--- src/verilog/rtb_pkg.sv ---
// Shared constants, register map and types of the reload timer block.
package rtb_pkg;

    // ************************************************************
    // Timing
    // ************************************************************
    localparam int unsigned CLK_PERIOD_NS   = 5;
    localparam int unsigned INSTR_CYCLE_NS  = 1000;
    localparam int unsigned INSTR_DIV       = INSTR_CYCLE_NS / CLK_PERIOD_NS;
    localparam logic [7:0]  INSTR_DIV_LAST  = 8'(INSTR_DIV - 1);
    localparam logic [7:0]  INSTR_DIV_ZERO  = 8'h00;

    // ************************************************************
    // Register map, byte addresses on the bus
    // ************************************************************
    localparam logic [7:0] ADDR_CTRL        = 8'h00;
    localparam logic [7:0] ADDR_CNT_LO      = 8'h04;
    localparam logic [7:0] ADDR_CNT_HI      = 8'h08;
    localparam logic [7:0] ADDR_RELOAD_LO   = 8'h0c;
    localparam logic [7:0] ADDR_RELOAD_HI   = 8'h10;
    localparam logic [7:0] ADDR_PORT_DIR    = 8'h14;
    localparam logic [7:0] ADDR_PORT_OUT    = 8'h18;
    localparam logic [7:0] ADDR_GLOBAL_IRQ  = 8'h1c;

    // ************************************************************
    // Fields and reset values
    // ************************************************************
    localparam int unsigned PIN_BIT         = 2;
    localparam int unsigned GLOBAL_EN_BIT   = 0;
    localparam logic [15:0] COUNTER_RESET   = 16'hffff;
    localparam logic [15:0] RELOAD_RESET    = 16'h0000;
    localparam logic [15:0] COUNTER_ZERO    = 16'h0000;
    localparam logic [15:0] COUNTER_STEP    = 16'h0001;
    localparam logic [7:0]  PORT_RESET      = 8'h00;
    localparam logic [1:0]  CTRL_RSVD       = 2'h0;
    localparam logic [2:0]  MODE_RESET      = 3'h0;

    // ************************************************************
    // Mode codes
    // ************************************************************
    localparam logic [2:0] MODE_EVT_RISE    = 3'h0;
    localparam logic [2:0] MODE_EVT_FALL    = 3'h1;
    localparam logic [2:0] MODE_CAP_RISE    = 3'h2;
    localparam logic [2:0] MODE_CAP_FALL    = 3'h3;
    localparam logic [2:0] MODE_PWM_PLAIN   = 3'h4;
    localparam logic [2:0] MODE_PWM_TOGGLE  = 3'h5;

    // ************************************************************
    // Types
    // ************************************************************
    typedef struct packed {
        logic [2:0] mode;
        logic       run;
        logic       pending;
        logic       irq_en;
        logic [1:0] rsvd;
    } rtb_ctrl_t;

    typedef struct packed {
        logic       valid;
        logic       write;
        logic [7:0] addr;
    } rtb_req_t;

endpackage : rtb_pkg

--- src/verilog/rtb_edge_detect.sv ---
// Pin edge detector sampled at the instruction clock rate.
`timescale 1ns/1ps

module rtb_edge_detect (
    input  wire logic hclk,
    input  wire logic hresetn,
    input  wire logic sample_en,
    input  wire logic pin,
    input  wire logic fall_sel,
    output logic      pin_edge
);

    logic prev;
    logic primed;

    // The first sample only primes the history, so a pin already high at reset
    // is not taken for a rising edge.
    always_ff @(posedge hclk or negedge hresetn) begin
        if (!hresetn) begin
            prev     <= 1'b0;
            primed   <= 1'b0;
            pin_edge <= 1'b0;
        end else begin
            pin_edge <= 1'b0;
            if (sample_en) begin
                prev     <= pin;
                primed   <= 1'b1;
                pin_edge <= primed & (fall_sel ? (prev & ~pin) : (~prev & pin));
            end
        end
    end

endmodule : rtb_edge_detect

--- src/verilog/rtb_timer.sv ---
// Reload timer with PWM, event counter and capture modes behind an AHB-Lite slave.
`timescale 1ns/1ps

// Behaviour
// RULE1: control holds mode, run, pending, enable bits
// RULE2: run bit starts and stops outside capture
// RULE3: capture mode: run bit flags underflow
// RULE4: pending bit reads one while pending
// RULE5: enable bit gates the timer interrupt
// RULE6: mode codes select event, PWM, capture
// RULE7: PWM decrements per instruction clock, reloads
// RULE8: toggle option inverts pin each underflow
// RULE9: reload underflow sets pending, interrupt follows
// RULE10: interrupt needs pending, enable and global enable
// RULE11: software alternates reload value each underflow
// RULE12: software clears pending flag itself
// RULE13: software PWM start order is fixed
// RULE14: software clears flags before enabling interrupts
// RULE15: event mode counts selected pin edges
// RULE16: external pulses last one instruction cycle
// RULE17: pin sampled at instruction clock rate
// RULE18: software sets pin as input first
// RULE19: underflow 0000 to ffff; reset values
// RULE20: capture edge copies counter, sets pending
// RULE21: capture mode counts regardless of run
// RULE22: counter and reload split into bytes
// RULE23: reserved bits zero; instruction clock enable pulse
module rtb_timer (
    input  wire logic        hclk,
    input  wire logic        hresetn,
    input  wire logic        hsel,
    input  wire logic [31:0] haddr,
    input  wire logic [1:0]  htrans,
    input  wire logic        hwrite,
    input  wire logic [2:0]  hsize,
    input  wire logic [31:0] hwdata,
    input  wire logic        hready,
    output logic [31:0]      hrdata,
    output logic             hreadyout,
    output logic             hresp,
    input  wire logic        timer_b_pin_in,
    output logic             timer_b_pin_out,
    output logic             timer_b_pin_oe,
    output logic             irq
);

    // ************************************************************
    // Declarations
    // ************************************************************
    rtb_pkg::rtb_ctrl_t ctrl;
    rtb_pkg::rtb_req_t  req;
    rtb_pkg::rtb_ctrl_t wctrl;
    logic [15:0]        timer_b_counter;
    logic [15:0]        reload_capture_reg;
    logic [7:0]         port_direction_reg;
    logic [7:0]         port_output_reg;
    logic               global_irq_en;
    logic [7:0]         instr_div;
    logic               instr_en;
    logic               rd_pend;
    logic               pin_edge;
    logic [7:0]         wdata;
    logic               wr_en;
    logic               wr_ctrl;
    logic               wr_cnt_lo;
    logic               wr_cnt_hi;
    logic               wr_rl_lo;
    logic               wr_rl_hi;
    logic               wr_pdir;
    logic               wr_pout;
    logic               wr_glob;
    logic               rd_accept;
    logic               is_evt;
    logic               is_pwm;
    logic               is_cap;
    logic               tick;
    logic               underflow;
    logic               reload_uf;
    logic               capture;
    logic [31:0]        next_rdata;

    // ************************************************************
    // Instruction clock enable
    // ************************************************************
    // One pulse per instruction cycle; all counting is gated by it so the
    // block stays in the single bus clock domain.
    always_ff @(posedge hclk or negedge hresetn) begin
        if (!hresetn) begin
            instr_div <= rtb_pkg::INSTR_DIV_ZERO;
            instr_en  <= 1'b0;
        end else begin
            instr_en <= (instr_div == rtb_pkg::INSTR_DIV_LAST); // see RULE23
            if (instr_div == rtb_pkg::INSTR_DIV_LAST) begin
                instr_div <= rtb_pkg::INSTR_DIV_ZERO;
            end else begin
                instr_div <= instr_div + 8'h01;
            end
        end
    end

    // The pin is only looked at on instruction enables, so transitions
    // faster than half the instruction rate are lost.
    rtb_edge_detect u_edge (                                  // see RULE17
        .hclk      (hclk),
        .hresetn   (hresetn),
        .sample_en (instr_en),
        .pin       (timer_b_pin_in),
        .fall_sel  (ctrl.mode[0]),
        .pin_edge  (pin_edge)
    );

    // ************************************************************
    // AHB-Lite slave
    // ************************************************************
    assign rd_accept = hready & hsel & htrans[1] & ~hwrite;
    assign wr_en     = req.valid & req.write;
    assign wdata     = hwdata[7:0];
    assign wctrl     = rtb_pkg::rtb_ctrl_t'(wdata);
    assign wr_ctrl   = wr_en & (req.addr == rtb_pkg::ADDR_CTRL);
    assign wr_cnt_lo = wr_en & (req.addr == rtb_pkg::ADDR_CNT_LO);
    assign wr_cnt_hi = wr_en & (req.addr == rtb_pkg::ADDR_CNT_HI);
    assign wr_rl_lo  = wr_en & (req.addr == rtb_pkg::ADDR_RELOAD_LO);
    assign wr_rl_hi  = wr_en & (req.addr == rtb_pkg::ADDR_RELOAD_HI);
    assign wr_pdir   = wr_en & (req.addr == rtb_pkg::ADDR_PORT_DIR);
    assign wr_pout   = wr_en & (req.addr == rtb_pkg::ADDR_PORT_OUT);
    assign wr_glob   = wr_en & (req.addr == rtb_pkg::ADDR_GLOBAL_IRQ);

    always_ff @(posedge hclk or negedge hresetn) begin
        if (!hresetn) begin
            req <= '0;
        end else if (hready) begin
            req.valid <= hsel & htrans[1];
            req.write <= hwrite;
            req.addr  <= haddr[7:0];
        end
    end

    // Reads take one wait state so that a write in the previous data phase
    // is always visible and read data can come from a register.
    always_ff @(posedge hclk or negedge hresetn) begin
        if (!hresetn) begin
            rd_pend   <= 1'b0;
            hreadyout <= 1'b1;
            hrdata    <= 32'h0000_0000;
            hresp     <= 1'b0;
        end else begin
            hresp <= 1'b0;
            if (rd_accept) begin
                rd_pend   <= 1'b1;
                hreadyout <= 1'b0;
            end else if (rd_pend) begin
                rd_pend   <= 1'b0;
                hreadyout <= 1'b1;
                hrdata    <= next_rdata;
            end
        end
    end

    always_comb begin
        next_rdata = 32'h0000_0000;
        case (req.addr)
            rtb_pkg::ADDR_CTRL:       next_rdata[7:0] = ctrl;            // see RULE4
            rtb_pkg::ADDR_CNT_LO:     next_rdata[7:0] = timer_b_counter[7:0];
            rtb_pkg::ADDR_CNT_HI:     next_rdata[7:0] = timer_b_counter[15:8];
            rtb_pkg::ADDR_RELOAD_LO:  next_rdata[7:0] = reload_capture_reg[7:0];
            rtb_pkg::ADDR_RELOAD_HI:  next_rdata[7:0] = reload_capture_reg[15:8];
            rtb_pkg::ADDR_PORT_DIR:   next_rdata[7:0] = port_direction_reg;
            rtb_pkg::ADDR_PORT_OUT:   next_rdata[7:0] = port_output_reg;
            rtb_pkg::ADDR_GLOBAL_IRQ: next_rdata[rtb_pkg::GLOBAL_EN_BIT] = global_irq_en;
            default:                  next_rdata = 32'h0000_0000;
        endcase
    end

    // ************************************************************
    // Mode decode and counting events
    // ************************************************************
    assign is_evt = (ctrl.mode == rtb_pkg::MODE_EVT_RISE)              // see RULE6
                  | (ctrl.mode == rtb_pkg::MODE_EVT_FALL);
    assign is_pwm = (ctrl.mode == rtb_pkg::MODE_PWM_PLAIN)
                  | (ctrl.mode == rtb_pkg::MODE_PWM_TOGGLE);
    assign is_cap = (ctrl.mode == rtb_pkg::MODE_CAP_RISE)
                  | (ctrl.mode == rtb_pkg::MODE_CAP_FALL);

    // Codes 110 and 111 are undefined and leave the counter idle.
    assign tick = (is_pwm & ctrl.run & instr_en)                       // see RULE7
                | (is_evt & ctrl.run & pin_edge)                       // see RULE15
                | (is_cap & instr_en);                                 // see RULE21
    assign underflow = tick & (timer_b_counter == rtb_pkg::COUNTER_ZERO); // see RULE19
    assign reload_uf = underflow & ~is_cap;
    assign capture   = is_cap & pin_edge;                              // see RULE20

    // ************************************************************
    // Counter and reload register
    // ************************************************************
    // A software byte write wins over counting in the same cycle.
    always_ff @(posedge hclk or negedge hresetn) begin
        if (!hresetn) begin
            timer_b_counter <= rtb_pkg::COUNTER_RESET;                 // see RULE19
        end else if (wr_cnt_lo) begin
            timer_b_counter <= {timer_b_counter[15:8], wdata};         // see RULE22
        end else if (wr_cnt_hi) begin
            timer_b_counter <= {wdata, timer_b_counter[7:0]};          // see RULE22
        end else if (reload_uf) begin
            timer_b_counter <= reload_capture_reg;                     // see RULE7
        end else if (tick) begin
            timer_b_counter <= timer_b_counter - rtb_pkg::COUNTER_STEP; // see RULE2
        end
    end

    always_ff @(posedge hclk or negedge hresetn) begin
        if (!hresetn) begin
            reload_capture_reg <= rtb_pkg::RELOAD_RESET;               // see RULE19
        end else if (wr_rl_lo) begin
            reload_capture_reg <= {reload_capture_reg[15:8], wdata};   // see RULE22
        end else if (wr_rl_hi) begin
            reload_capture_reg <= {wdata, reload_capture_reg[7:0]};    // see RULE22
        end else if (capture) begin
            reload_capture_reg <= timer_b_counter;                     // see RULE20
        end
    end

    // ************************************************************
    // Control register
    // ************************************************************
    // Hardware sets of run and pending win over a software clear in the same
    // cycle, so no event is lost while a handler clears the flag.
    always_ff @(posedge hclk or negedge hresetn) begin
        if (!hresetn) begin
            ctrl.mode    <= rtb_pkg::MODE_RESET;
            ctrl.run     <= 1'b0;
            ctrl.pending <= 1'b0;
            ctrl.irq_en  <= 1'b0;
            ctrl.rsvd    <= rtb_pkg::CTRL_RSVD;
        end else begin
            ctrl.rsvd <= rtb_pkg::CTRL_RSVD;                           // see RULE23
            if (wr_ctrl) begin
                ctrl.mode   <= wctrl.mode;                             // see RULE1
                ctrl.irq_en <= wctrl.irq_en;                           // see RULE5
            end
            ctrl.run <= (wr_ctrl ? wctrl.run : ctrl.run)               // see RULE2
                      | (is_cap & underflow);                          // see RULE3
            ctrl.pending <= (wr_ctrl ? wctrl.pending : ctrl.pending)   // see RULE12
                          | reload_uf                                  // see RULE9
                          | capture;                                   // see RULE20
        end
    end

    // ************************************************************
    // Pin, port registers and global enable
    // ************************************************************
    always_ff @(posedge hclk or negedge hresetn) begin
        if (!hresetn) begin
            port_direction_reg <= rtb_pkg::PORT_RESET;
        end else if (wr_pdir) begin
            port_direction_reg <= wdata;
        end
    end

    // A software write to the port data wins over a toggle in the same cycle.
    always_ff @(posedge hclk or negedge hresetn) begin
        if (!hresetn) begin
            port_output_reg <= rtb_pkg::PORT_RESET;
        end else if (wr_pout) begin
            port_output_reg <= wdata;
        end else if (reload_uf && ctrl.mode == rtb_pkg::MODE_PWM_TOGGLE) begin
            port_output_reg[rtb_pkg::PIN_BIT] <= ~port_output_reg[rtb_pkg::PIN_BIT]; // see RULE8
        end
    end

    always_ff @(posedge hclk or negedge hresetn) begin
        if (!hresetn) begin
            global_irq_en <= 1'b0;
        end else if (wr_glob) begin
            global_irq_en <= wdata[rtb_pkg::GLOBAL_EN_BIT];
        end
    end

    assign timer_b_pin_out = port_output_reg[rtb_pkg::PIN_BIT];
    assign timer_b_pin_oe  = port_direction_reg[rtb_pkg::PIN_BIT];

    // In capture mode the run bit is the underflow flag and also requests.
    always_ff @(posedge hclk or negedge hresetn) begin
        if (!hresetn) begin
            irq <= 1'b0;
        end else begin
            irq <= (ctrl.pending | (is_cap & ctrl.run))                // see RULE10
                 & ctrl.irq_en & global_irq_en;                        // see RULE5
        end
    end
endmodule : rtb_timer
--- config.mk ---
export PLATFORM = sky130hd
export DESIGN_NAME = rtb_timer
export DESIGN_NICKNAME = d
export VERILOG_FILES = /design/src/verilog/rtb_pkg.sv /design/src/verilog/rtb_edge_detect.sv /design/src/verilog/rtb_timer.sv
export SDC_FILE = /design/constraint.sdc
export NUM_CORES = 1
export LEC_CHECK = 0
export BUFFER_PORTS_ARGS = -buffer_cell sky130_fd_sc_hd__buf_4
export CAP_MARGIN = 20
export CELL_PAD_IN_SITES_DETAIL_PLACEMENT = 2
export CELL_PAD_IN_SITES_GLOBAL_PLACEMENT = 2
export CORE_ASPECT_RATIO = 1.2
export CORE_MARGIN = 2
export CORE_UTILIZATION = 37
export CTS_CLUSTER_SIZE = 20
export DETAILED_ROUTE_END_ITERATION = 16
export PLACE_DENSITY_LB_ADDON = 0.1
export SKIP_CTS_REPAIR_TIMING = 1
export SYNTH_ARGS = -nofsm -noshare
export SYNTH_HDL_FRONTEND = slang
export SYNTH_HIERARCHICAL = 1
export SYNTH_SLANG_ARGS = --single-unit
--- constraint.sdc ---
create_clock -name hclk -period 6.9 [get_ports hclk]
set_clock_uncertainty 0.2 [all_clocks]
set_input_delay 1.035 -clock hclk [delete_from_list [all_inputs] [get_ports hclk]]
set_output_delay 1.035 -clock hclk [all_outputs]
set_load 0.02 [all_outputs]
# After elaboration in Yosys (flattened, before gate mapping)
# Index checks and enable logic that the tools add are counted.
# totals
reg_bits	88
input_bits	75
out_inout_bits	37
wordCells	120
# classes
add_sub_neg	2
eq_ne	15
muxes	19
bitwise_logic	45
n_reduce_logical	15
# op_table
op	n
$mux 16	5
$pmux 7 s7	1
$eq 8x5->1 const B	4
$and 1x1->1	28
$mux 8	3
$eq 8x4->1 const B	2
$logic_not 16->1	1
$sub 16x1->16 const B	1
$reduce_and 2->1	5
$mux 1	9
$or 1x1->1	9
$add 8x1->8 const B	1
$eq 8x3->1 const B	1
$eq 8x8->1 const B	1
$logic_not 8->1	1
$not 1->1	8
$reduce_bool 2->1	4
$pmux 1 s7	1
$eq 3x2->1 const B	2
$eq 3x3->1 const B	2
$reduce_bool 3->1	2
$ne 2x2->1 const B	2
$eq 3x1->1 const B	1
$logic_not 3->1	1
$logic_and 1x1->1	1

# Longest topological paths before layout
# Gate-level depths: netlist of the first run.
# logic_depth
word_depth	11
mapped_depth	8
ltp_nobuf	7

# Hierarchy
# The synthesis of the first run kept the hierarchy.
# by_module_without_submodules
mod	n_inst	cells_per_inst	area_each_um2	seq_area_each_um2
rtb_timer	1	463	4768.3	2148.3
rtb_edge_detect	1	9	117.6	75.1

# Worst setup path after synthesis of the first run
# No wires, ideal clock.
# synth_timing
path_kind	register to register
from	register req[1] (netlist bit)
to	register port_output_reg[0]
setup_time_ns	0.125
arrival_ns	2.056
t_required_ns	6.575
path_slack_ns	4.519
stages_incl_launch_ff	6
n_path_buf	1
synth_period_minus_slack_ns	2.381
cell_sequence	dfrtp_1 > or4_4 > or3_1 > clkbuf_2 > nor2_2 > mux2_2
# synth_via
elab_chain_cells	2
# synth_rtl
item	line	text
start: declaration	rtb_timer.sv:51	rtb_pkg::rtb_req_t req;
$eq 8x5->1	rtb_timer.sv:125	assign wr_pout = wr_en & (req.addr == rtb_pkg::ADDR_PORT_OUT);
$and 1x1->1	rtb_timer.sv:125	
end signal: assignment	rtb_timer.sv:262	port_output_reg <= rtb_pkg::PORT_RESET;
end signal: assignment	rtb_timer.sv:264	port_output_reg <= wdata;
end signal: indexed assignment	rtb_timer.sv:266	port_output_reg[rtb_pkg::PIN_BIT] <= ~port_output_reg[rtb_pkg::PIN_BIT];
end: declaration	rtb_timer.sv:56	logic [7:0] port_output_reg;
# Every way passes these cells.
# A chain may end at the register's enable or synchronous reset.

# Final worst setup path of the first run
# layout_timing
from	register timer_b_counter[0]
to	register timer_b_counter[1]
# layout_via
elab_chain_cells	6
elab_cells_between_ends	10
classes_between	add/sub (1); mux (4); bitwise (2); reduce/logical (3)
# layout_rtl
item	line	text
start: declaration	rtb_timer.sv:53	logic [15:0] timer_b_counter;
start signal: assignment	rtb_timer.sv:198	timer_b_counter <= rtb_pkg::COUNTER_RESET;
start signal: assignment	rtb_timer.sv:200	timer_b_counter <= {timer_b_counter[15:8], wdata};
start signal: assignment	rtb_timer.sv:202	timer_b_counter <= {wdata, timer_b_counter[7:0]};
branches (longest 6 deep; another with $sub 16x1->16)	--	
# Several ways; the timed one is not identified. The select of a mux whose other input is x is not followed.

==> metrics.md, run 1 <==
| Metric | Value |
|---|---|
| Reg clk slew, reported paths | `around 0.06 ns` |
| Leakage power | `2.477 nW` |
| Commonest non-fill, non-tap cell in the layout | `dfrtp_1` |
| Max stage delay on crit path | `around 0.59 ns` |
| Seq/Total Area, Yosys | `between 40 and 50%` |
| Total Nets Final | `between 500 and 600` |
| Arrival time worst endpoint | `3.22 ns` |
| CP max FO | `12` |
| Adder-Cell Fraction of Synth Area | `less than 1%` |
| Met3 wire length | `around 580 um` |
| Num rows | `46` |
| Global-route wire length before repair | `roughly 24000 um` |
| Crit path time final | `roughly 3.2 ns` |
| Sink Count | `88` |
| Remaining global-route overflow | `0` |
| # IOs | `between 100 and 150` |
| Power per standard cell area | `229.2 mW/mm2` |
| CTS Buffer Depth | `2` |
| Buffers & Inverters on Critical Path | `1` |
| Mean post-synth cell area | `~10 um2` |
| Initial antenna violation count | `0` |
| Worst path cell trace | `inv_1 > ha_1 > nor4b_1 > and2_1 > nand3_1 > and2_1 > o31ai_1` |
| Post-synth ARST share | `100.0%` |
| Vias/cell | `approximately 5.7` |
| Status | `completed` |
| CTS Buf Count | `9` |
| Layout filler cell count | `1368` |
| Slew @ Worst Pin | `slightly above 1 ns` |
| Fin. Hold Viols | `0` |
| GPL Wtd Cong | `0.8317` |
| Mux share of post-synthesis cell area | `16.41%` |
| Slew Viols, Final | `0` |
| DR WL met2 | `roughly 8000 um` |
| Share of layout cells above drive strength 1 | `a little under a quarter` |
| CTS tree | `done` |
| Post-synth top flop | `dfrtp_1` |
| Iter 0 DRT Violations | `about 140` |
| Area share of and/or/nand/nor cells after synthesis | `about 14%` |
| HPWL Detailed | `~11000 um` |
| Final Cycle Share | `between 40% and 50%` |
| Highest metal used | `met4` |
| H-tree depth | `3` |
| CP top delay family | `simple AND/OR/NAND/NOR gates` |
| Via count | `3803` |
| Clk Latency, worst-skew pair | `0.35 ns` |
| GRT Util Overall | `between 20% and 30%` |
| Starting density of the core | `between 30% and 40%` |
| #FFs+latches synth | `between 80 and 90` |
| Synth Warn # | `6` |
| Vias in the first global route | `roughly 4.1k` |
| Synth Area in XOR/XNOR | `under 10%` |
| Final Instance Count excl. Fillers | `between 600 and 700` |
| Port Buffer Count | `34` |
| Largest family of logic cells by synthesized area | `multiplexers` |
| Most common cell on crit path | `and2_1` |
| Most frequent cells in the layout | `dfrtp_1 (71), nand2_1 (41), o21ai_0 (41)` |
| CP endpoint kind | `flop` |
| FF/Latch Area | `~0.0022 mm2` |
| Critical path required time | `6.95 ns` |
| Die area | `~0.014 mm2` |
| M1 WL | `about 6400 um` |
| Critical path class | `flop to flop` |
| Final TNS setup | `0 ns` |
| DRC viols | `0` |
| Ant diodes | `0` |
| Hold crit path type | `flop to flop` |
| Post-synth EDFFs | `0` |
| Worst Setup Start Kind | `flop` |
| Layout area overhead | `12.62%` |
| Root buffer cell | `clkbuf_16` |
| Mapped cell area | `a little under 0.005 mm2` |
| Post-synthesis cell count | `about 470` |
| Die extent in x | `~110 um` |
| Final WL | `around 15000 um` |
| Cell variety after synth | `between 50 and 60` |
| Footprint of the multi-input gates | `between 0.002 and 0.0025 mm2` |
| Compound-Gate Fraction of Synth Area | `between 10% and 20%` |
| # setup viols final | `0` |
| Maximum VDD drop | `around 94 uV` |
| Routed len/inst | `between 20 and 25 um` |
| Largest net degree at the start of global routing | `48` |
| Antenna-violating nets left | `0` |
| Relative slew margins | `30.64%` |
| RSZ-0062 raised after global routing | `no` |
| First-pass DRT Iterations | `4` |
| Placed insts | `around 660` |
| Max Cap Viol | `0` |
| Max Freq | `between 0.3 and 0.4 GHz` |
| CORE AREA | `0.01307 mm2` |
| Slowest stage cell, crit path | `nor4b_1` |
| Die H | `129.9 um` |
## per-stage QoR
| stage | hold WS (ns) | util, % | power [mW] | instance area (um2) | setup WS, ns |
|---|---|---|---|---|---|
| floorplan | 0.2334 | - | 0.6894 | 4976 | 4.519 |
| global placement | 0.2456 | 39.74 | 0.7425 | 5192 | 3.913 |
| detailed placement | 0.2722 | 39.74 | 0.7496 | 5192 | 3.833 |
| CTS | 0.2896 | 42.06 | 1.272 | 5495 | 3.717 |
| global route | 0.3135 | 42.12 | 1.313 | 5503 | 3.585 |
| finish | 0.2811 | 42.12 | 1.261 | 5503 | 3.724 |
## cells in the mapped netlist (all sizes together) (2+ instances only)
cell type,number,area [um2]
dfrtp,71,1777
o21ai,44,235.2
nand2,41,153.9
mux2i,34,340.3
buf,32,236.5
mux2,31,349.1
nor2,30,117.6
dfstp,17,446.7
a21oi,16,80.08
a22oi,15,112.6
clkbuf,15,61.31
nand3,12,65.06
xnor2,10,87.58
xor2,8,70.07
inv,7,26.28
nor3,7,35.03
nor4,7,50.05
o211ai,7,52.55
nand3b,6,45.04
nor2b,6,37.54
mux4,5,112.6
a31oi,4,25.02
and2,4,25.02
and3,4,25.02
nand2b,4,25.02
nand4,4,25.02
a2bb2oi,3,26.28
or3,3,18.77
a22o,2,17.52
a32o,2,20.02
ha,2,25.02
o21a,2,15.01
o221ai,2,17.52
o2bb2ai,2,17.52
or2,2,12.52
or4,2,18.77
## routing by layer
| metal | up-vias | global-route usage [%] |
|---|---|---|
| met5 | - | 0 |
| met3 | 21 | 2.997 |
| li1 | 1711 | - |
| met1 | 1988 | 29.08 |
| met2 | 83 | 40.56 |
| met4 | 0 | 7.391 |
## path summary, 6_finish.rpt
check | to | start | cells after the start | slack [ns]
worst min-delay path | u_edge/primed | u_edge/primed | 1 | 0.28
min in group asynchronous | port_direction_reg[1] | hresetn | 1 | 0.50
max in group asynchronous | reload_capture_reg[7] | hresetn | 2 | 4.94
worst max register to register | timer_b_counter[1] | timer_b_counter[0] | 7 | 3.72
worst min register to register | u_edge/primed | u_edge/primed | 1 | 0.28
worst max-delay path | timer_b_counter[1] | timer_b_counter[0] | 7 | 3.72
## power breakdown
group,internal [mW],switching [mW]
Sequential,0.549,0.0375
Combinational,0.0624,0.0909
Clock,0.315,0.207
Total,0.926,0.335
## kinds of logic (layout without fill, tap and decap cells)
group,Yosys count,in the layout
adders and majority gates,2,2
other,1,25
muxes,70,70
and+or+nand+nor,137,137
buffers and inverters,54,62
xor gates and xnor gates,18,18
DFF,88,88
AOI/OAI and AO/OA,102,102
## area by class of cell
type	instances	area share (%)
Multi-Input combinational cell	354	44.34
Sequential cell	88	40.40
Timing Repair Buffer	40	5.457
Clock buffer	11	4.229
Tap cell	168	3.820
Clock inverter	4	1.273
Inverter	7	0.4775
(Power assumes the default switching activity.)
==> run 2: changes to the inputs <==
--- a/config.mk
+++ b/config.mk
@@ -11,7 +11,7 @@
 export CELL_PAD_IN_SITES_GLOBAL_PLACEMENT = 2
 export CORE_ASPECT_RATIO = 1.2
 export CORE_MARGIN = 2
-export CORE_UTILIZATION = 37
+export CORE_UTILIZATION = 31
 export CTS_CLUSTER_SIZE = 20
 export DETAILED_ROUTE_END_ITERATION = 16
 export PLACE_DENSITY_LB_ADDON = 0.1
==> constraint.sdc (replaced) <==
create_clock -name hclk -period 2.9 [get_ports hclk]
set_clock_uncertainty 0.2 [all_clocks]
set_input_delay 0.435 -clock hclk [delete_from_list [all_inputs] [get_ports hclk]]
set_output_delay 0.435 -clock hclk [all_outputs]
set_load 0.02 [all_outputs]
==> metrics.md, run 2 (synthesis gave the netlist of run 1 again) <==
| Metric | Value |
|---|---|
| Die extent in x | `118.6 um` |
| Slew Viols, Final | `0` |
| Crit path time final | `roughly 2.5 ns` |
| CP max FO | `7` |
| DRC viols | `0` |
| CTS Buffer Depth | `2` |
| Footprint of the multi-input gates | `roughly 0.0024 mm2` |
| # IOs | `~110` |
| Reg clk slew, reported paths | `about 0.07 ns` |
| HPWL Detailed | `around 12000 um` |
| Layout filler cell count | `approximately 1.7k` |
| GPL Wtd Cong | `~0.82` |
| Share of layout cells above drive strength 1 | `roughly 26%` |
| Largest net degree at the start of global routing | `48` |
| Met1 Use GR | `a little under a quarter` |
| First-pass DRT Iterations | `4` |
| Clk network pwr share | `between 40% and 50%` |
| CP endpoint kind | `flop` |
| GRT Util Overall | `~20%` |
| Final TNS setup | `0 ns` |
| Final Instance Count excl. Fillers | `~740` |
| Ant diodes | `0` |
| Place WS | `between 0.3 and 0.4 ns` |
| Routed len/inst | `21.60 um` |
| Placed insts | `a little over 700` |
| CTS Buf Count | `9` |
| RSZ-0062 raised after global routing | `no` |
| Worst Setup Start Kind | `flop` |
| Psw | `~0.81 mW` |
| H-tree depth | `3` |
| Vias in the first global route | `just over 4k` |
| Final WL | `15880 um` |
| Die H | `about 140 um` |
| FF/Latch Area | `0.002223 mm2` |
| Hold WS | `between 0.1 and 0.15 ns` |
| Sw Share | `between 20% and 30%` |
| Antenna-violating nets left | `0` |
| Num rows | `50` |
| Initial antenna violation count | `0` |
| Iter 0 DRT Violations | `between 150 and 200` |
| Sequential share of power | `between 40% and 50%` |
| Remaining global-route overflow | `0` |
| Most frequent cells in the layout | `dfrtp_1 (71), buf_4 (61), nand2_1 (41), o21ai_0 (41), mux2i_1 (34)` |
| Via count | `~3.8k` |
| # setup viols final | `0` |
| Layout area overhead | `17.62%` |
| Slew @ Worst Pin | `0.7843 ns` |
| Total Nets Final | `around 600` |
| Met2 GRT Util | `35.78%` |
| Hold crit path type | `input pin to flop` |
| Max Freq | `0.3937 GHz` |
| P_int | `2.292 mW` |
| Status | `completed` |
| Relative slew margins | `roughly 48%` |
| Global-route wire length before repair | `~25000 um` |
| Starting density of the core | `between 30% and 40%` |
| GR Util met3 | `3.818%` |
| Port Buffer Count | `34` |
| Commonest non-fill, non-tap cell in the layout | `dfrtp_1` |
| Sink Count | `88` |
| Leakage power | `approximately 2.6 nW` |
| Max Cap Viol | `0` |
| Fin. Hold Viols | `0` |
| Power per standard cell area | `between 500 and 600 mW/mm2` |
| Busiest grt layer | `met2` |
| Clk Latency, worst-skew pair | `roughly 0.35 ns` |
| Final Core Density | `a little under two fifths` |
| Final Cycle Share | `between 80% and 90%` |
| Maximum VDD drop | `around 220 uV` |
| CORE AREA | `between 0.015 and 0.02 mm2` |
| Logic pwr share | `between 10% and 20%` |
| Critical path class | `flop to flop` |
| Arrival time worst endpoint | `roughly 2.6 ns` |
| Die area | `0.01679 mm2` |
| Setup ws final | `between 0.3 and 0.4 ns` |
| CTS tree | `done` |
| Vias/cell | `~5.2` |
| Root buffer cell | `clkbuf_16` |
| Critical path required time | `roughly 3 ns` |
## run 2: power groups by stage
stage	sequential [mW]	combinational, mW	clock [mW]
after floorplan	1.38	0.260	0
after global placement	1.41	0.375	0
after detailed placement	1.41	0.389	0
after CTS	1.39	0.391	1.36
after global routing	1.40	0.422	1.41
final	1.39	0.385	1.32
## run 2: path summary, 6_finish.rpt
kind	cells after the start	slack (ns)	start	endpoint
hold / removal	2	0.11	haddr[5]	req[5]
max in group asynchronous	3	1.26	hresetn	timer_b_counter[2]
hold reg to reg	2	0.29	hrdata[5]	hrdata[5]
setup reg to reg	8	0.36	timer_b_counter[0]	timer_b_counter[5]
min in group asynchronous	2	0.45	hresetn	reload_capture_reg[11]
setup / recovery	8	0.36	timer_b_counter[0]	timer_b_counter[5]
## run 2: per-layer routing
layer	wire length [um]	vias up
met3	454	15
met2	8433	56
li1	-	1749
met1	6626	2003
met4	364	0
met5	0	-
## run 2: layout make-up
cell class	count	share of cell area (%)
well taps	208	4.529
clock buffers	14	4.768
clock inverters	2	1.045
inverters	7	0.4572
repair buffers	62	8.143
flip-flops and latches	88	38.69
multi-input cells	354	42.37
## run 2: critical path: stages, from the launching register on
cell and delay, ns:
dfstp_2 0.40, inv_1 0.08, ha_1 0.17, nor4b_1 0.39, and2_1 0.32, nand3_1 0.33, buf_4 0.29, mux2i_1 0.12
o21ai_0 0.15
## run 2: metrics by stage
stage,power (mW),area [um2]
final,3.098,5747
after global routing,3.229,5747
after detailed placement,1.801,5403
after floorplan,1.640,4976
after global placement,1.784,5403
after CTS,3.137,5737
==> run 3: changes to the inputs <==
--- a/config.mk
+++ b/config.mk
@@ -14,7 +14,7 @@
 export CORE_UTILIZATION = 31
 export CTS_CLUSTER_SIZE = 20
 export DETAILED_ROUTE_END_ITERATION = 16
-export PLACE_DENSITY_LB_ADDON = 0.1
+export PLACE_DENSITY = 0.79
 export SKIP_CTS_REPAIR_TIMING = 1
 export SYNTH_ARGS = -nofsm -noshare
 export SYNTH_HDL_FRONTEND = slang
==> metrics.md, run 3 (synthesis gave the netlist of run 1 again) <==
| Metric | Value |
|---|---|
| Status | `completed` |
| Die extent in x | `118.6 um` |
| Vias in the first global route | `about 4.5k` |
| H-tree depth | `3` |
| Max Cap Viol | `0` |
| Final Cycle Share | `93.50%` |
| Num rows | `50` |
| Die H | `about 140 um` |
| RSZ-0062 raised after global routing | `no` |
| Fin. Hold Viols | `0` |
| Maximum VDD drop | `between 200 and 250 uV` |
| HPWL Detailed | `~12000 um` |
| Final TNS setup | `0 ns` |
| Arrival time worst endpoint | `2.77 ns` |
| CP top delay family | `simple AND/OR/NAND/NOR gates` |
| Initial antenna violation count | `0` |
| CTS Buf Count | `9` |
| Layout filler cell count | `about 1.8k` |
| # setup viols final | `0` |
| Crit path time final | `around 2.7 ns` |
| Final WL | `roughly 17000 um` |
| Via count | `roughly 4k` |
| Buffers & Inverters on Critical Path | `2` |
| Total Nets Final | `~590` |
| Layout area overhead | `16.21%` |
| Remaining global-route overflow | `0` |
| Max Freq | `~0.37 GHz` |
| Leakage power | `2.556 nW` |
| Vias/cell | `approximately 5.5` |
| Worst hold stages | `2` |
| Reg-to-reg setup timing slack | `between 0.15 and 0.2 ns` |
| CTS tree | `done` |
| Commonest non-fill, non-tap cell in the layout | `dfrtp_1` |
| First-pass DRT Iterations | `4` |
| Worst path cell trace | `inv_1 > ha_1 > nor4b_1 > and2_1 > nand3_1 > buf_4 > o21ai_0 > o21ai_0` |
| Root buffer cell | `clkbuf_16` |
| CTS Buffer Depth | `2` |
| Critical path class | `flop to flop` |
| Most common cell on crit path | `o21ai_0` |
| Port Buffer Count | `34` |
| Clk Latency, worst-skew pair | `approximately 0.36 ns` |
| Share of layout cells above drive strength 1 | `25.67%` |
| GRT Util Overall | `21.06%` |
| GPL Wtd Cong | `0.8535` |
| Iter 0 DRT Violations | `about 210` |
| Starting density of the core | `31.49%` |
| # IOs | `between 100 and 150` |
| Max stage delay on crit path | `roughly 0.42 ns` |
| Most frequent cells in the layout | `dfrtp_1 (71), buf_4 (55), nand2_1 (41), o21ai_0 (41), mux2i_1 (34)` |
| Sink Count | `88` |
| DRC viols | `0` |
| Ant diodes | `0` |
| Hold crit path type | `input pin to flop` |
| Routed len/inst | `roughly 23 um` |
| Reg clk slew, reported paths | `0.08 ns` |
| Slew Viols, Final | `0` |
| Antenna-violating nets left | `0` |
| Slew @ Worst Pin | `0.9732 ns` |
| Critical path required time | `2.96 ns` |
| Die area | `0.01679 mm2` |
| Reg2reg path depth | `8` |
| Power per standard cell area | `519.3 mW/mm2` |
| Slowest stage cell, crit path | `nor4b_1` |
| Worst Setup Start Kind | `flop` |
| CORE AREA | `0.01551 mm2` |
| Worst path depth | `8` |
| Global-route wire length before repair | `between 20000 and 30000 um` |
| Power Total | `a little under 3 mW` |
| CP max FO | `8` |
| CP endpoint kind | `flop` |
| Relative slew margins | `approximately a third` |
| Largest net degree at the start of global routing | `just over 50` |
run 3: worst register-to-register path: stages, from the launching register on:
cell	delay, ns
dfstp_2	0.41
inv_1	0.08
ha_1	0.30
nor4b_1	0.42
and2_1	0.30
nand3_1	0.31
buf_4	0.31
o21ai_0	0.18
o21ai_0	0.12
run 3: path summary, 6_finish.rpt:
path	startpoint	endpoint
setup / recovery	timer_b_counter[0]	timer_b_counter[10]
hold / removal	haddr[0]	req[0]
setup reg to reg	timer_b_counter[0]	timer_b_counter[10]
hold reg to reg	u_edge/primed	u_edge/primed
max in group asynchronous	hresetn	timer_b_counter[14]
min in group asynchronous	hresetn	hrdata[3]
run 3: cell type report:
class,instances,area [um2],area share [%]
Tap cell,208,260.3,4.584
Clock buffer,9,225.2,3.967
Inverter,7,26.28,0.4628
Clock inverter,7,65.06,1.146
Sequential cell,88,2223,39.16
Timing Repair Buffer,57,442.9,7.801
Multi-Input combinational cell,354,2435,42.88
run 3: metrics by stage:
step | utilization (%) | setup slack (ns) | cells | area (um2) | hold WS (ns)
6_report | 36.60 | 0.1884 | 730 | 5678 | 0.1061
5_1_grt | 36.60 | 0.08410 | 730 | 5678 | 0.1017
4_1_cts | 36.53 | 0.2376 | 729 | 5668 | -0.1321
3_5_place_dp | 34.66 | 0.2714 | 713 | 5378 | 0.2492
3_3_place_gp | 34.66 | 0.3396 | 713 | 5378 | 0.2433
2_1_floorplan | - | 0.5192 | 496 | 4976 | -0.06059
run 3: metal layers:
layer	vias to the layer above	track usage [%]	part of all wire [%]
met5	-	0	0
met4	0	11.22	4.9
met3	43	3.457	3.6
met2	96	37.93	54
met1	2108	23.82	38
li1	1748	-	-
run 3: power by group:
group | switching, mW | internal, mW | total (mW)
Clock | 0.561 | 0.601 | 1.16
Combinational | 0.226 | 0.159 | 0.385
Sequential | 0.0954 | 1.31 | 1.40
Total | 0.883 | 2.07 | 2.95
